**config.mk**
```make
export PLATFORM = sky130hd
export DESIGN_NAME = ddsc_top
export DESIGN_NICKNAME = d
export VERILOG_FILES = /design/src/ddsc_pkg.sv /design/src/ddsc_top.sv /design/src/ddsc_serial_in.sv
export SDC_FILE = /design/constraint.sdc
export NUM_CORES = 1
export LEC_CHECK = 0
export BUFFER_PORTS_ARGS = -buffer_cell sky130_fd_sc_hd__buf_2
export CAP_MARGIN = 15
export CORE_MARGIN = 2
export CORE_UTILIZATION = 45
export DETAILED_ROUTE_END_ITERATION = 10
export GPL_ROUTABILITY_DRIVEN = 0
export GPL_TIMING_DRIVEN = 0
export PLACE_DENSITY = 0.67
export SYNTH_ARGS = -nofsm -noshare
export SYNTH_HDL_FRONTEND = slang
export SYNTH_SLANG_ARGS = --single-unit
```
**constraint.sdc**
```tcl
create_clock -name I_CLK -period 4.6 [get_ports I_CLK]
set_input_delay 0.69 -clock I_CLK [delete_from_list [all_inputs] [get_ports I_CLK]]
set_output_delay 0.69 -clock I_CLK [all_outputs]
set_load 0.005 [all_outputs]
```
**src/ddsc_pkg.sv**
```systemverilog
package ddsc_pkg;

  // ----------------------------------------------------------------
  // Command word layout
  // ----------------------------------------------------------------
  localparam int unsigned WORD_BITS = 16;
  localparam int unsigned COUNT_W = 5;
  localparam logic [4:0] FULL_COUNT = 5'h10;
  localparam int unsigned SPARE_BIT_ONE_POS = 15;
  localparam int unsigned SPARE_BIT_TWO_POS = 14;
  localparam int unsigned SPARE_BIT_THREE_POS = 13;
  localparam int unsigned SHUTDOWN_SECOND_POS = 12;
  localparam int unsigned SHUTDOWN_FIRST_POS = 11;
  localparam int unsigned SPARE_BIT_FOUR_POS = 10;
  localparam int unsigned LOAD_SECOND_POS = 9;
  localparam int unsigned LOAD_FIRST_POS = 8;
  localparam int unsigned DATA_MSB = 7;
  localparam int unsigned DATA_LSB = 0;

  // ----------------------------------------------------------------
  // Register map
  // ----------------------------------------------------------------
  localparam logic [7:0] ADDR_CTRL = 8'h00;
  localparam logic [7:0] ADDR_STATUS = 8'h04;
  localparam logic [7:0] ADDR_COUNT = 8'h08;
  localparam logic [7:0] ADDR_LAST = 8'h0C;
  localparam int unsigned CTRL_EXEC_EN_POS = 0;
  localparam logic CTRL_EXEC_EN_RESET = 1'b1;
  localparam logic [7:0] CODE_RESET = 8'h00;
  localparam logic SHUTDOWN_RESET = 1'b0;

  // Status word field positions.
  localparam int unsigned ST_CODE_A_LSB = 0;
  localparam int unsigned ST_CODE_B_LSB = 8;
  localparam int unsigned ST_SHDN_A_POS = 16;
  localparam int unsigned ST_SHDN_B_POS = 17;
  localparam int unsigned ST_FRAME_POS = 18;
  localparam int unsigned ST_COUNT_LSB = 24;

endpackage

```
**src/ddsc_top.sv**
```systemverilog
// Functional notes
// RULE_01: Serial bits enter the shift register only while select is low.
// RULE_02: Data is sampled and shifted on each rising serial clock edge.
// RULE_03: Word goes most significant bit first; spare one first, data lsb last.
// RULE_04: One command may span several transfers while select stays low.
// RULE_05: After sixteen bits, select rising executes loads and shutdown together.
// RULE_06: Control byte then data byte; each control bit acts on its own.
// RULE_07: Order: spares one-three, shutdown B, shutdown A, spare four, load B, A.
// RULE_08: Load bits copy the data byte into their channel; both get same byte.
// RULE_09: One command never gives the two channels different new codes.
// RULE_10: With both load bits low the codes stay and data is ignored.
// RULE_11: Shutdown bits set each channel off when high, active when low.
// RULE_12: Loads and shutdown settings of one command act at one edge.
// RULE_13: A channel in shutdown has its output off and keeps its code.
// RULE_14: Leaving shutdown the output shows the kept code again.
// RULE_15: Output equals reference times code over 256.
// RULE_16: The host writes once after power-up; contents start undefined; here reset loads both codes with 00 and both channels active.
// RULE_17: A host port uses clock polarity zero and phase zero.
// RULE_18: The host toggles the serial clock only when it transfers; the bench host model also toggles it with select high in idle_clocks.
// RULE_19: Host drives spare three high, spare four low; spares ignored here.
// RULE_20: While select is high nothing changes on serial clock edges.
// RULE_21: Commands act only on select rising, never on clock edges alone.
`timescale 1ns/1ps
module ddsc_top
  import ddsc_pkg::*;
(
  input  wire logic        I_CLK,
  input  wire logic        I_RST_N,
  input  wire logic        I_SELECT_N,
  input  wire logic        I_SCLK,
  input  wire logic        I_DIN,
  input  wire logic        I_WB_CYC,
  input  wire logic        I_WB_STB,
  input  wire logic        I_WB_WE,
  input  wire logic [7:0]  I_WB_ADR,
  input  wire logic [3:0]  I_WB_SEL,
  input  wire logic [31:0] I_WB_DAT,
  output logic      [31:0] O_WB_DAT,
  output logic             O_WB_ACK,
  output logic      [7:0]  O_FIRST_CHANNEL_OUTPUT,
  output logic      [7:0]  O_SECOND_CHANNEL_OUTPUT,
  output logic             O_FIRST_CHANNEL_ENABLE,
  output logic             O_SECOND_CHANNEL_ENABLE
);

  // ----------------------------------------------------------------
  // Serial intake
  // ----------------------------------------------------------------
  logic [WORD_BITS-1:0] ser_word;
  logic [COUNT_W-1:0]   ser_count;
  logic                 ser_frame;
  logic                 ser_exec;

  ddsc_serial_in u_serial (
    .i_clk      (I_CLK),
    .i_rst_n    (I_RST_N),
    .i_select_n (I_SELECT_N),
    .i_sclk     (I_SCLK),
    .i_din      (I_DIN),
    .o_word     (ser_word),
    .o_count    (ser_count),
    .o_frame    (ser_frame),
    .o_exec     (ser_exec)
  );

  // ----------------------------------------------------------------
  // State
  // ----------------------------------------------------------------
  typedef struct packed {
    logic [7:0]  code_a;
    logic [7:0]  code_b;
    logic        shdn_a;
    logic        shdn_b;
    logic        exec_en;
    logic [15:0] cmd_count;
    logic [15:0] last_word;
    logic        ack;
    logic [31:0] rdat;
    logic [7:0]  out_a;
    logic [7:0]  out_b;
    logic        en_a;
    logic        en_b;
  } ddsc_top_s;

  ddsc_top_s q;
  ddsc_top_s d;

  // Command fields, named once so the assertions below can use them.
  logic [7:0] cmd_data;
  logic       cmd_load_a;
  logic       cmd_load_b;
  logic       cmd_shdn_a;
  logic       cmd_shdn_b;
  logic       cmd_go;

  assign cmd_data = ser_word[DATA_MSB:DATA_LSB];
  assign cmd_load_a = ser_word[LOAD_FIRST_POS];
  assign cmd_load_b = ser_word[LOAD_SECOND_POS];
  assign cmd_shdn_a = ser_word[SHUTDOWN_FIRST_POS];
  assign cmd_shdn_b = ser_word[SHUTDOWN_SECOND_POS];
  assign cmd_go = ser_exec && q.exec_en;

  // ----------------------------------------------------------------
  // Execution, register bus and outputs
  // ----------------------------------------------------------------
  // The spare bits only reach last_word and never act; the host still sends spare three high
  // and spare four low so that the word stays compatible with wider parts.
  // Software can hold off execution through the control register, which is
  // useful while the board sequences its reference supply.
  always_comb
  begin
    d = q;
    d.ack = 1'b0;
    d.rdat = '0;
    if (cmd_go)
    begin
      if (cmd_load_a)
      begin
        d.code_a = cmd_data;  // [RULE_06] [RULE_07] [RULE_08] [RULE_09]
      end
      if (cmd_load_b)
      begin
        d.code_b = cmd_data;  // [RULE_06] [RULE_07] [RULE_08] [RULE_10]
      end
      d.shdn_a = cmd_shdn_a;  // [RULE_11] [RULE_12]
      d.shdn_b = cmd_shdn_b;  // [RULE_11] [RULE_12]
      d.cmd_count = q.cmd_count + 16'h0001;
      d.last_word = ser_word;
    end
    if (I_WB_CYC && I_WB_STB && !q.ack)
    begin
      d.ack = 1'b1;
      unique case (I_WB_ADR)
        ADDR_CTRL:
        begin
          d.rdat[CTRL_EXEC_EN_POS] = q.exec_en;
          if (I_WB_WE && I_WB_SEL[0])
          begin
            d.exec_en = I_WB_DAT[CTRL_EXEC_EN_POS];
          end
        end
        ADDR_STATUS:
        begin
          d.rdat[ST_CODE_A_LSB +: 8] = q.code_a;
          d.rdat[ST_CODE_B_LSB +: 8] = q.code_b;
          d.rdat[ST_SHDN_A_POS] = q.shdn_a;
          d.rdat[ST_SHDN_B_POS] = q.shdn_b;
          d.rdat[ST_FRAME_POS] = ser_frame;
          d.rdat[ST_COUNT_LSB +: COUNT_W] = ser_count;
        end
        ADDR_COUNT:
        begin
          d.rdat[15:0] = q.cmd_count;
        end
        ADDR_LAST:
        begin
          d.rdat[15:0] = q.last_word;
        end
        default:
        begin
          d.rdat = '0;
        end
      endcase
    end
    // Output level is reference times value over 256; zero while shut down.
    d.out_a = d.shdn_a ? 8'h00 : d.code_a;  // [RULE_13] [RULE_14] [RULE_15]
    d.out_b = d.shdn_b ? 8'h00 : d.code_b;  // [RULE_13] [RULE_14] [RULE_15]
    d.en_a = !d.shdn_a;
    d.en_b = !d.shdn_b;
  end

  // Reset gives defined values even though the real part has none.
  always_ff @(posedge I_CLK or negedge I_RST_N)
  begin
    if (!I_RST_N)
    begin
      q <= '{code_a: CODE_RESET, code_b: CODE_RESET, shdn_a: SHUTDOWN_RESET,
             shdn_b: SHUTDOWN_RESET, exec_en: CTRL_EXEC_EN_RESET,
             en_a: !SHUTDOWN_RESET, en_b: !SHUTDOWN_RESET, default: '0};
    end
    else
    begin
      q <= d;
    end
  end

  assign O_WB_DAT = q.rdat;
  assign O_WB_ACK = q.ack;
  assign O_FIRST_CHANNEL_OUTPUT = q.out_a;
  assign O_SECOND_CHANNEL_OUTPUT = q.out_b;
  assign O_FIRST_CHANNEL_ENABLE = q.en_a;
  assign O_SECOND_CHANNEL_ENABLE = q.en_b;
endmodule

```
**src/ddsc_serial_in.sv**
```systemverilog
`timescale 1ns/1ps
module ddsc_serial_in
  import ddsc_pkg::*;
(
  input  wire logic                 i_clk,
  input  wire logic                 i_rst_n,
  input  wire logic                 i_select_n,
  input  wire logic                 i_sclk,
  input  wire logic                 i_din,
  output logic      [WORD_BITS-1:0] o_word,
  output logic      [COUNT_W-1:0]   o_count,
  output logic                      o_frame,
  output logic                      o_exec
);

  // ----------------------------------------------------------------
  // State
  // ----------------------------------------------------------------
  typedef struct packed {
    logic                 sel_m;
    logic                 sel_s;
    logic                 sel_p;
    logic                 clk_m;
    logic                 clk_s;
    logic                 clk_p;
    logic                 din_m;
    logic                 din_s;
    logic [WORD_BITS-1:0] word;
    logic [COUNT_W-1:0]   count;
    logic                 exec;
  } ddsc_ser_s;

  ddsc_ser_s q;
  ddsc_ser_s d;

  // ----------------------------------------------------------------
  // Shift and execute
  // ----------------------------------------------------------------
  // Data and clock share the same synchroniser depth, so the data bit seen
  // with a clock edge is the one the host set up before that edge.
  always_comb
  begin
    d = q;
    d.sel_m = i_select_n;
    d.sel_s = q.sel_m;
    d.sel_p = q.sel_s;
    d.clk_m = i_sclk;
    d.clk_s = q.clk_m;
    d.clk_p = q.clk_s;
    d.din_m = i_din;
    d.din_s = q.din_m;
    d.exec = 1'b0;
    if (!q.sel_s)
    begin
      if (q.clk_s && !q.clk_p)
      begin
        d.word = {q.word[WORD_BITS-2:0], q.din_s};  // [RULE_01] [RULE_02] [RULE_03]
        if (q.count != FULL_COUNT)
        begin
          d.count = q.count + 5'h01;  // [RULE_04]
        end
      end
    end
    else
    begin
      d.count = '0;  // [RULE_20]
      if (!q.sel_p && q.count == FULL_COUNT)
      begin
        d.exec = 1'b1;  // [RULE_05] [RULE_21]
      end
    end
  end

  always_ff @(posedge i_clk or negedge i_rst_n)
  begin
    if (!i_rst_n)
    begin
      q <= '{sel_m: 1'b1, sel_s: 1'b1, sel_p: 1'b1, default: '0};
    end
    else
    begin
      q <= d;
    end
  end

  assign o_word = q.word;
  assign o_count = q.count;
  assign o_frame = !q.sel_s;
  assign o_exec = q.exec;

endmodule

```
; After elaboration in Yosys (flattened, before gate mapping)
; Index checks and enable logic that the tools add are counted.
[op_classes]
n_addsub = 2
eq_ne = 5
n_mux = 15
bitwise = 1
reduce_logical = 18
[ops]
columns = op, count
row1 = $pmux W15 S3, 1
row2 = $mux W33, 1
row3 = $mux W8, 4
row4 = $mux W5, 4
row5 = $mux W18, 1
row6 = $add A16 B1 Y16 const B, 1
row7 = $eq A8 B4 Y1 const B, 2
row8 = $eq A8 B3 Y1 const B, 1
row9 = $logic_not A8 Y1, 1
row10 = $logic_and A1 B1 Y1, 6
row11 = $logic_not A1 Y1, 6
row12 = $add A5 B1 Y5 const B, 1
row13 = $eq A5 B5 Y1 const B, 1
row14 = $ne A5 B5 Y1 const B, 1
row15 = $pmux W1 S4, 1
row16 = $reduce_and A2 Y1, 2
row17 = $reduce_bool A2 Y1, 2
row18 = $mux W3, 1
row19 = $reduce_and A3 Y1, 1
row20 = $mux W1, 2
row21 = $not A1 Y1, 1
[word_totals]
ff_bits = 132
in_bits = 52
word_cells = 65

; Depth between registers and ports, before layout
[logic_depth]
depth_word = 4
mapped_depth = 6
ltp_nobuf = 6

; By module
; From an unflattened synthesis, not the netlist that was laid out.
[unflattened]
cells_unflattened = 442
area_unflattened_um2 = 5516.5
[by_module_without_submodules]
columns = mod, n_inst, cells_per_inst, area_each_um2, seq_area_each_um2
row1 = ddsc_top, 1, 346, 4171.5, 2356.0
row2 = ddsc_serial_in, 1, 96, 1345.0, 754.5

; Worst setup path after synthesis
; Ideal clock, no wire load.
[synth_timing]
path_type = input port to flip-flop
from = input port I_WB_ADR[1]
to = register q[83] (netlist bit)
setup_time_ps = 85
t_arrival_ps = 1820
setup_slack_ps = 2695
path_stages = 5
n_path_buf = 1
cell_sequence = nor4_1 nand4bb_1 clkbuf_1 nor4_1 mux2_1
[synth_between]
elab_chain_len = 2
[synth_rtl]
columns = item, line_no
row1 = start: declaration, ddsc_top.sv:35  ; input wire logic [7:0] I_WB_ADR,
row2 = $logic_not A8 Y1, ddsc_top.sv:133  ; unique case (I_WB_ADR)
row3 = $reduce_and A3 Y1 (no line), -
row4 = end signal: assignment, ddsc_top.sv:177  ; q <= '{code_a: CODE_RESET, code_b: CODE_RESET, shdn_a: SHUTDOWN_RESET,
row5 = end: declaration, ddsc_top.sv:85  ; ddsc_top_s q;
; Every way passes these cells.
; A chain may end at the register's enable or synchronous reset.

; Worst setup path in the final report
[layout_timing]
from = register u_serial.q[24] (netlist bit)
to = register u_serial.q (netlist bit u_serial.o_word[6])
[layout_between]
elab_chain_len = 3
[layout_rtl]
columns = item, line_no
row1 = start: declaration, ddsc_serial_in.sv:33  ; ddsc_ser_s q;
row2 = start signal: assignment, ddsc_serial_in.sv:78  ; q <= '{sel_m: 1'b1, sel_s: 1'b1, sel_p: 1'b1, default: '0};
row3 = start signal: assignment, ddsc_serial_in.sv:82  ; q <= d;
row4 = $logic_not A1 Y1, ddsc_serial_in.sv:55  ; if (q.clk_s && !q.clk_p)
row5 = $logic_and A1 B1 Y1, ddsc_serial_in.sv:55
row6 = $reduce_and A2 Y1 (no line), -
; Every way passes these cells.

==> impl_summary.txt <==
----------------------------------------------------
[Logic synthesis]
  Area share of the leading cell type in the synthesized netlist ... 57.25%
  Total of flip-flops plus latches after synthesis ... 124
  Cell variety after synth ... 37
  Gate count of the mapped netlist ... 396
  Count of warnings emitted by yosys ... 0
  Post-synthesis mux area share ... 13.51%
  Post-Synth Adder-Cell Area ... 0.7278%
  Sequential cell area fraction in the yosys report ... 60.31%
  Combinational family with the most area after synthesis ... multiplexers
  Cell area after synthesis ... 5157 µm²
  Post-Synth XOR/XNOR Area ... 3.227%
  Largest cells by area after synthesis ... sky130_fd_sc_hd__dfrtp_1 (57%), sky130_fd_sc_hd__mux2_2 (12%), sky130_fd_sc_hd__buf_4 (7.0%)
  Top cell type by total area after synthesis ... sky130_fd_sc_hd__dfrtp_1
  Synth Area in Compound Gates ... under 10%
  Syn Area/Cell ... between 10 and 15 µm²
  Simple-Gate Fraction of Synth Area ... 10.70%

[Placement]
  Detailed placer's ending HPWL ... 6276 µm
  Pre-CTS setup slack ... ~2.3 ns
  PortBufs ... between 50 and 60

[Power]
  Sequential group share of total power ... 44.2%
  Comb power frac ... 3.5%
  Power share of the clock group ... approximately 52%
  Leak pwr ... 3.329 nW
  Fraction of power spent switching nets ... 20.20%
  Maximum resistive drop on vdd ... 205.1 µV
  Psw ... roughly 0.54 mW
  Cell area power density ... between 400 and 500 nW/µm²
  Design internal power ... about 2.1 mW

[Final layout]
  Area grow syn2layout ... 22.59%
  Net total in the final layout ... 537
  Fraction of final layout cells with drive strength greater than 1 ... between 40 and 50%
  Number of antenna cells inserted ... 0

[Global routing]
  First-pass GRT wire length ... 15,680 µm
  Routing usage on met3 ... 5.413%
  Tot GR Track Use ... 16.48%
  Number of global-route vias before repair ... about 3,100
  Met2 track demand over resource ... between 20% and 30%
  Met1 Track Usage GR ... a little over a fifth
  Largest net degree at the start of global routing ... 75
  Antenna violations before repair ... 0
  Overflow left after global routing ... 0
  Grt peak-use layer ... met2

[Critical path]
  Category of the critical setup timing path ... reg -> reg
  Setup crit end ... u_serial.o_word[6]
  Data arrival time of the critical path ... between 2 and 2.5 ns
  Type of origin of the critical path ... flip-flop
  Critical register-to-register path startpoint ... u_serial.q[24]
  Cell depth of the worst flop-to-flop path ... 4
  Critical R2R Capture ... u_serial.o_word[6]
  Slowest stage delay, CP ... 0.56 ns
  Worst endpoint required time ... approximately 4.9 ns
  Critical path origin ... u_serial.q[24]
  Top fanout value on the critical path ... 10
  Setup slack on the worst flop-to-flop path ... 2.64 ns
  Critical path cell sequence ... nand2b_1, nor2_1, buf_2, mux2_2
  Category of the worst setup path capture point ... flip-flop
  Cell type of the slowest stage on the worst timing path ... sky130_fd_sc_hd__nor2_1

[Clock tree]
  Post-CTS Resized ... 0
  H-tree depth ... 4
  Register clock-pin slew on the reported worst setup and hold paths ... 0.05 ns
  Hold buffer count at cts ... 0
  TritonCTS Buffers ... 17
  Insertion delay to the later sink of the worst-skew pair ... 0.41 ns
  TritonCTS clock tree ... built
  Clock buffer depth ... 2
  Sink count of the clock tree ... 124
  Clock root buffer master ... sky130_fd_sc_hd__clkbuf_16
  # Post-CTS Setup Buffers ... 0

[Detailed routing]
  DR pass1 iterations ... 4
  Per-cell via count in the routed design ... around 4.7
  Post-detailed-route DRC marker count ... 0
  Antenna Nets Post-Route ... 0
  Routed length per placed instance ... 14.59 µm
  Via count ... 3,027
  Wire length reported by the detailed router ... ~9300 µm
  Iteration-0 DRC Markers ... 90

[Timing]
  Worst-margin pin slew ... 0.7194 ns
  Sum of negative setup slack ... 0 ns
  Upper clock frequency limit ... 511.1 MHz
  Smallest setup slack after layout ... between 2 and 3 ns
  Unrepaired setup endpoints after global routing ... no
  Max-slew violation total from the final report ... 0
  Final hold violation count ... 0
  Setup-failing EPs final ... 0
  Crit share post-route ... 42.53%
  Crit path time final ... 1.956 ns
  Clk_skew ... 0.005411 ns
  Headroom to the max-slew limit ... just over 50%

[Floorplanning]
  Die width ... 111.1 µm
  Starting density of the core ... between 40% and 50%
  Placement row count ... 39
  I/O pin count ... 103
  Core Footprint ... 11,320 µm²
  Die ar. ... 12,330 µm²
  Vert. Die Dim ... 111.1 µm

[Run status]
  Run status ... finished clean

[Job]
  Number of violations of the max-capacitance limit ... 0

[Min path]
  Tightest Hold Check Type ... in -> async

----------------------------------------------------
Yosys cell counts, drive strengths merged:
library cell,n
dfstp,6
xnor2,10
nor2b,5
nand4bb,2
clkbuf,7
and3,3
conb,1
inv,6
and2,24
or4,1
nor3,2
and3b,1
mux4,1
nor2,28
mux2i,1
buf,54
nand4,3
nand2,18
and4b,1
nand3,5
nor4,4
ha,3
o21ai,2
nor3b,1
a21o,4
dfrtp,118
nand2b,1
xor2,9
a22oi,15
mux2,59
or2,1
critical path: cells and delay by family, from the launching register on:
| family | cells | cell delay, ns |
|---|---|---|
| flip-flops | 1 | 0.38 |
| buffers and inverters | 1 | 0.36 |
| AND/OR/NAND/NOR | 2 | 0.72 |
| multiplexers | 1 | 0.37 |
how the worst min path moves through the flow:
| stage | startpoint | endpoint | cells after the start |
|---|---|---|---|
| after global placement | u_serial.d[25] | u_serial.d[24] | 0 |
| final | I_RST_N | q[82] | 1 |
| after floorplan | u_serial.d[25] | u_serial.d[24] | 0 |
| after detailed placement | u_serial.d[22] | u_serial.q[22] | 0 |
| after global routing | I_RST_N | q[82] | 1 |
| after CTS | I_RST_N | q[82] | 1 |
metal layers:
metal / routed length [µm] / vias to the layer above / share of wire [%]
met2: 4526 / 66 / 49
li1: - / 1446 / -
met5: 0 / - / 0
met3: 424 / 11 / 4.6
met4: 161 / 0 / 1.7
met1: 4194 / 1504 / 45
cells by family after synthesis:
group,after synthesis
flops,124
simple gates,100
buf+inv,67
mux,61
compound gates,21
xor+xnor,19
fa+ha+maj,3
other cells,1
sequential cells by signal, summed over array words and instances, names as in the netlist, 3 cells and up:
signal and flops:
O_WB_DAT 24, O_SECOND_CHANNEL_OUTPUT 8, u_serial.q 3, O_FIRST_CHANNEL_OUTPUT 8, q 51, u_serial.d 5
u_serial.o_word 16, u_serial.o_count 5
metrics by stage:
step / total power [mW] / utilization (%) / area, µm² / hold slack [ns] / instances
after CTS: 2.712 / 55.85 / 6322 / 0.2280 / 638
after floorplan: 1.234 / - / 5184 / 0.3312 / 403
final: 2.683 / 55.85 / 6322 / 0.2235 / 638
after detailed placement: 1.302 / 50.28 / 5692 / 0.3347 / 606
after global placement: 1.293 / 49.98 / 5658 / 0.3346 / 605
after global routing: 2.795 / 55.85 / 6322 / 0.2441 / 638
cell usage in the layout, fill, tap and decap left out, types with 6 or more instances in the layout:
master                      Yosys  final
sky130_fd_sc_hd__nor2_1        28     28
sky130_fd_sc_hd__mux2_2        57     57
sky130_fd_sc_hd__dfstp_2        6      6
sky130_fd_sc_hd__dfrtp_1      118    118
sky130_fd_sc_hd__a22oi_1       15     15
sky130_fd_sc_hd__xor2_1         9      9
sky130_fd_sc_hd__clkbuf_16      0     17
sky130_fd_sc_hd__and2_1        24     24
sky130_fd_sc_hd__inv_1          6      6
sky130_fd_sc_hd__buf_4         48     48
sky130_fd_sc_hd__nand2_1       17     17
sky130_fd_sc_hd__xnor2_1       10     10
sky130_fd_sc_hd__clkbuf_1       7     11
sky130_fd_sc_hd__buf_2          5     63
sky130_fd_sc_hd__conb_1         1      8
power groups by stage:
stage               Combinational (mW)  Sequential, mW  Clock [mW]
global placement                0.0911            1.20           0
detailed placement              0.0976            1.20           0
CTS                             0.0981            1.19        1.43
finish                          0.0952            1.19        1.40
floorplan                       0.0565            1.18           0
global route                     0.108            1.19        1.49
final cells by class:
type                    instances  area (µm²)
repair buffers                 60       329.1
fillers                       976        4999
well taps                     143       178.9
multi-input cells             212        1635
plain buffers                  61       415.4
flip-flops and latches        124        3110
clock buffers                  25       495.5
clock inverters                 7       135.1
inverters                       6       22.52
Note: power is estimated with default switching activity, not from simulation.
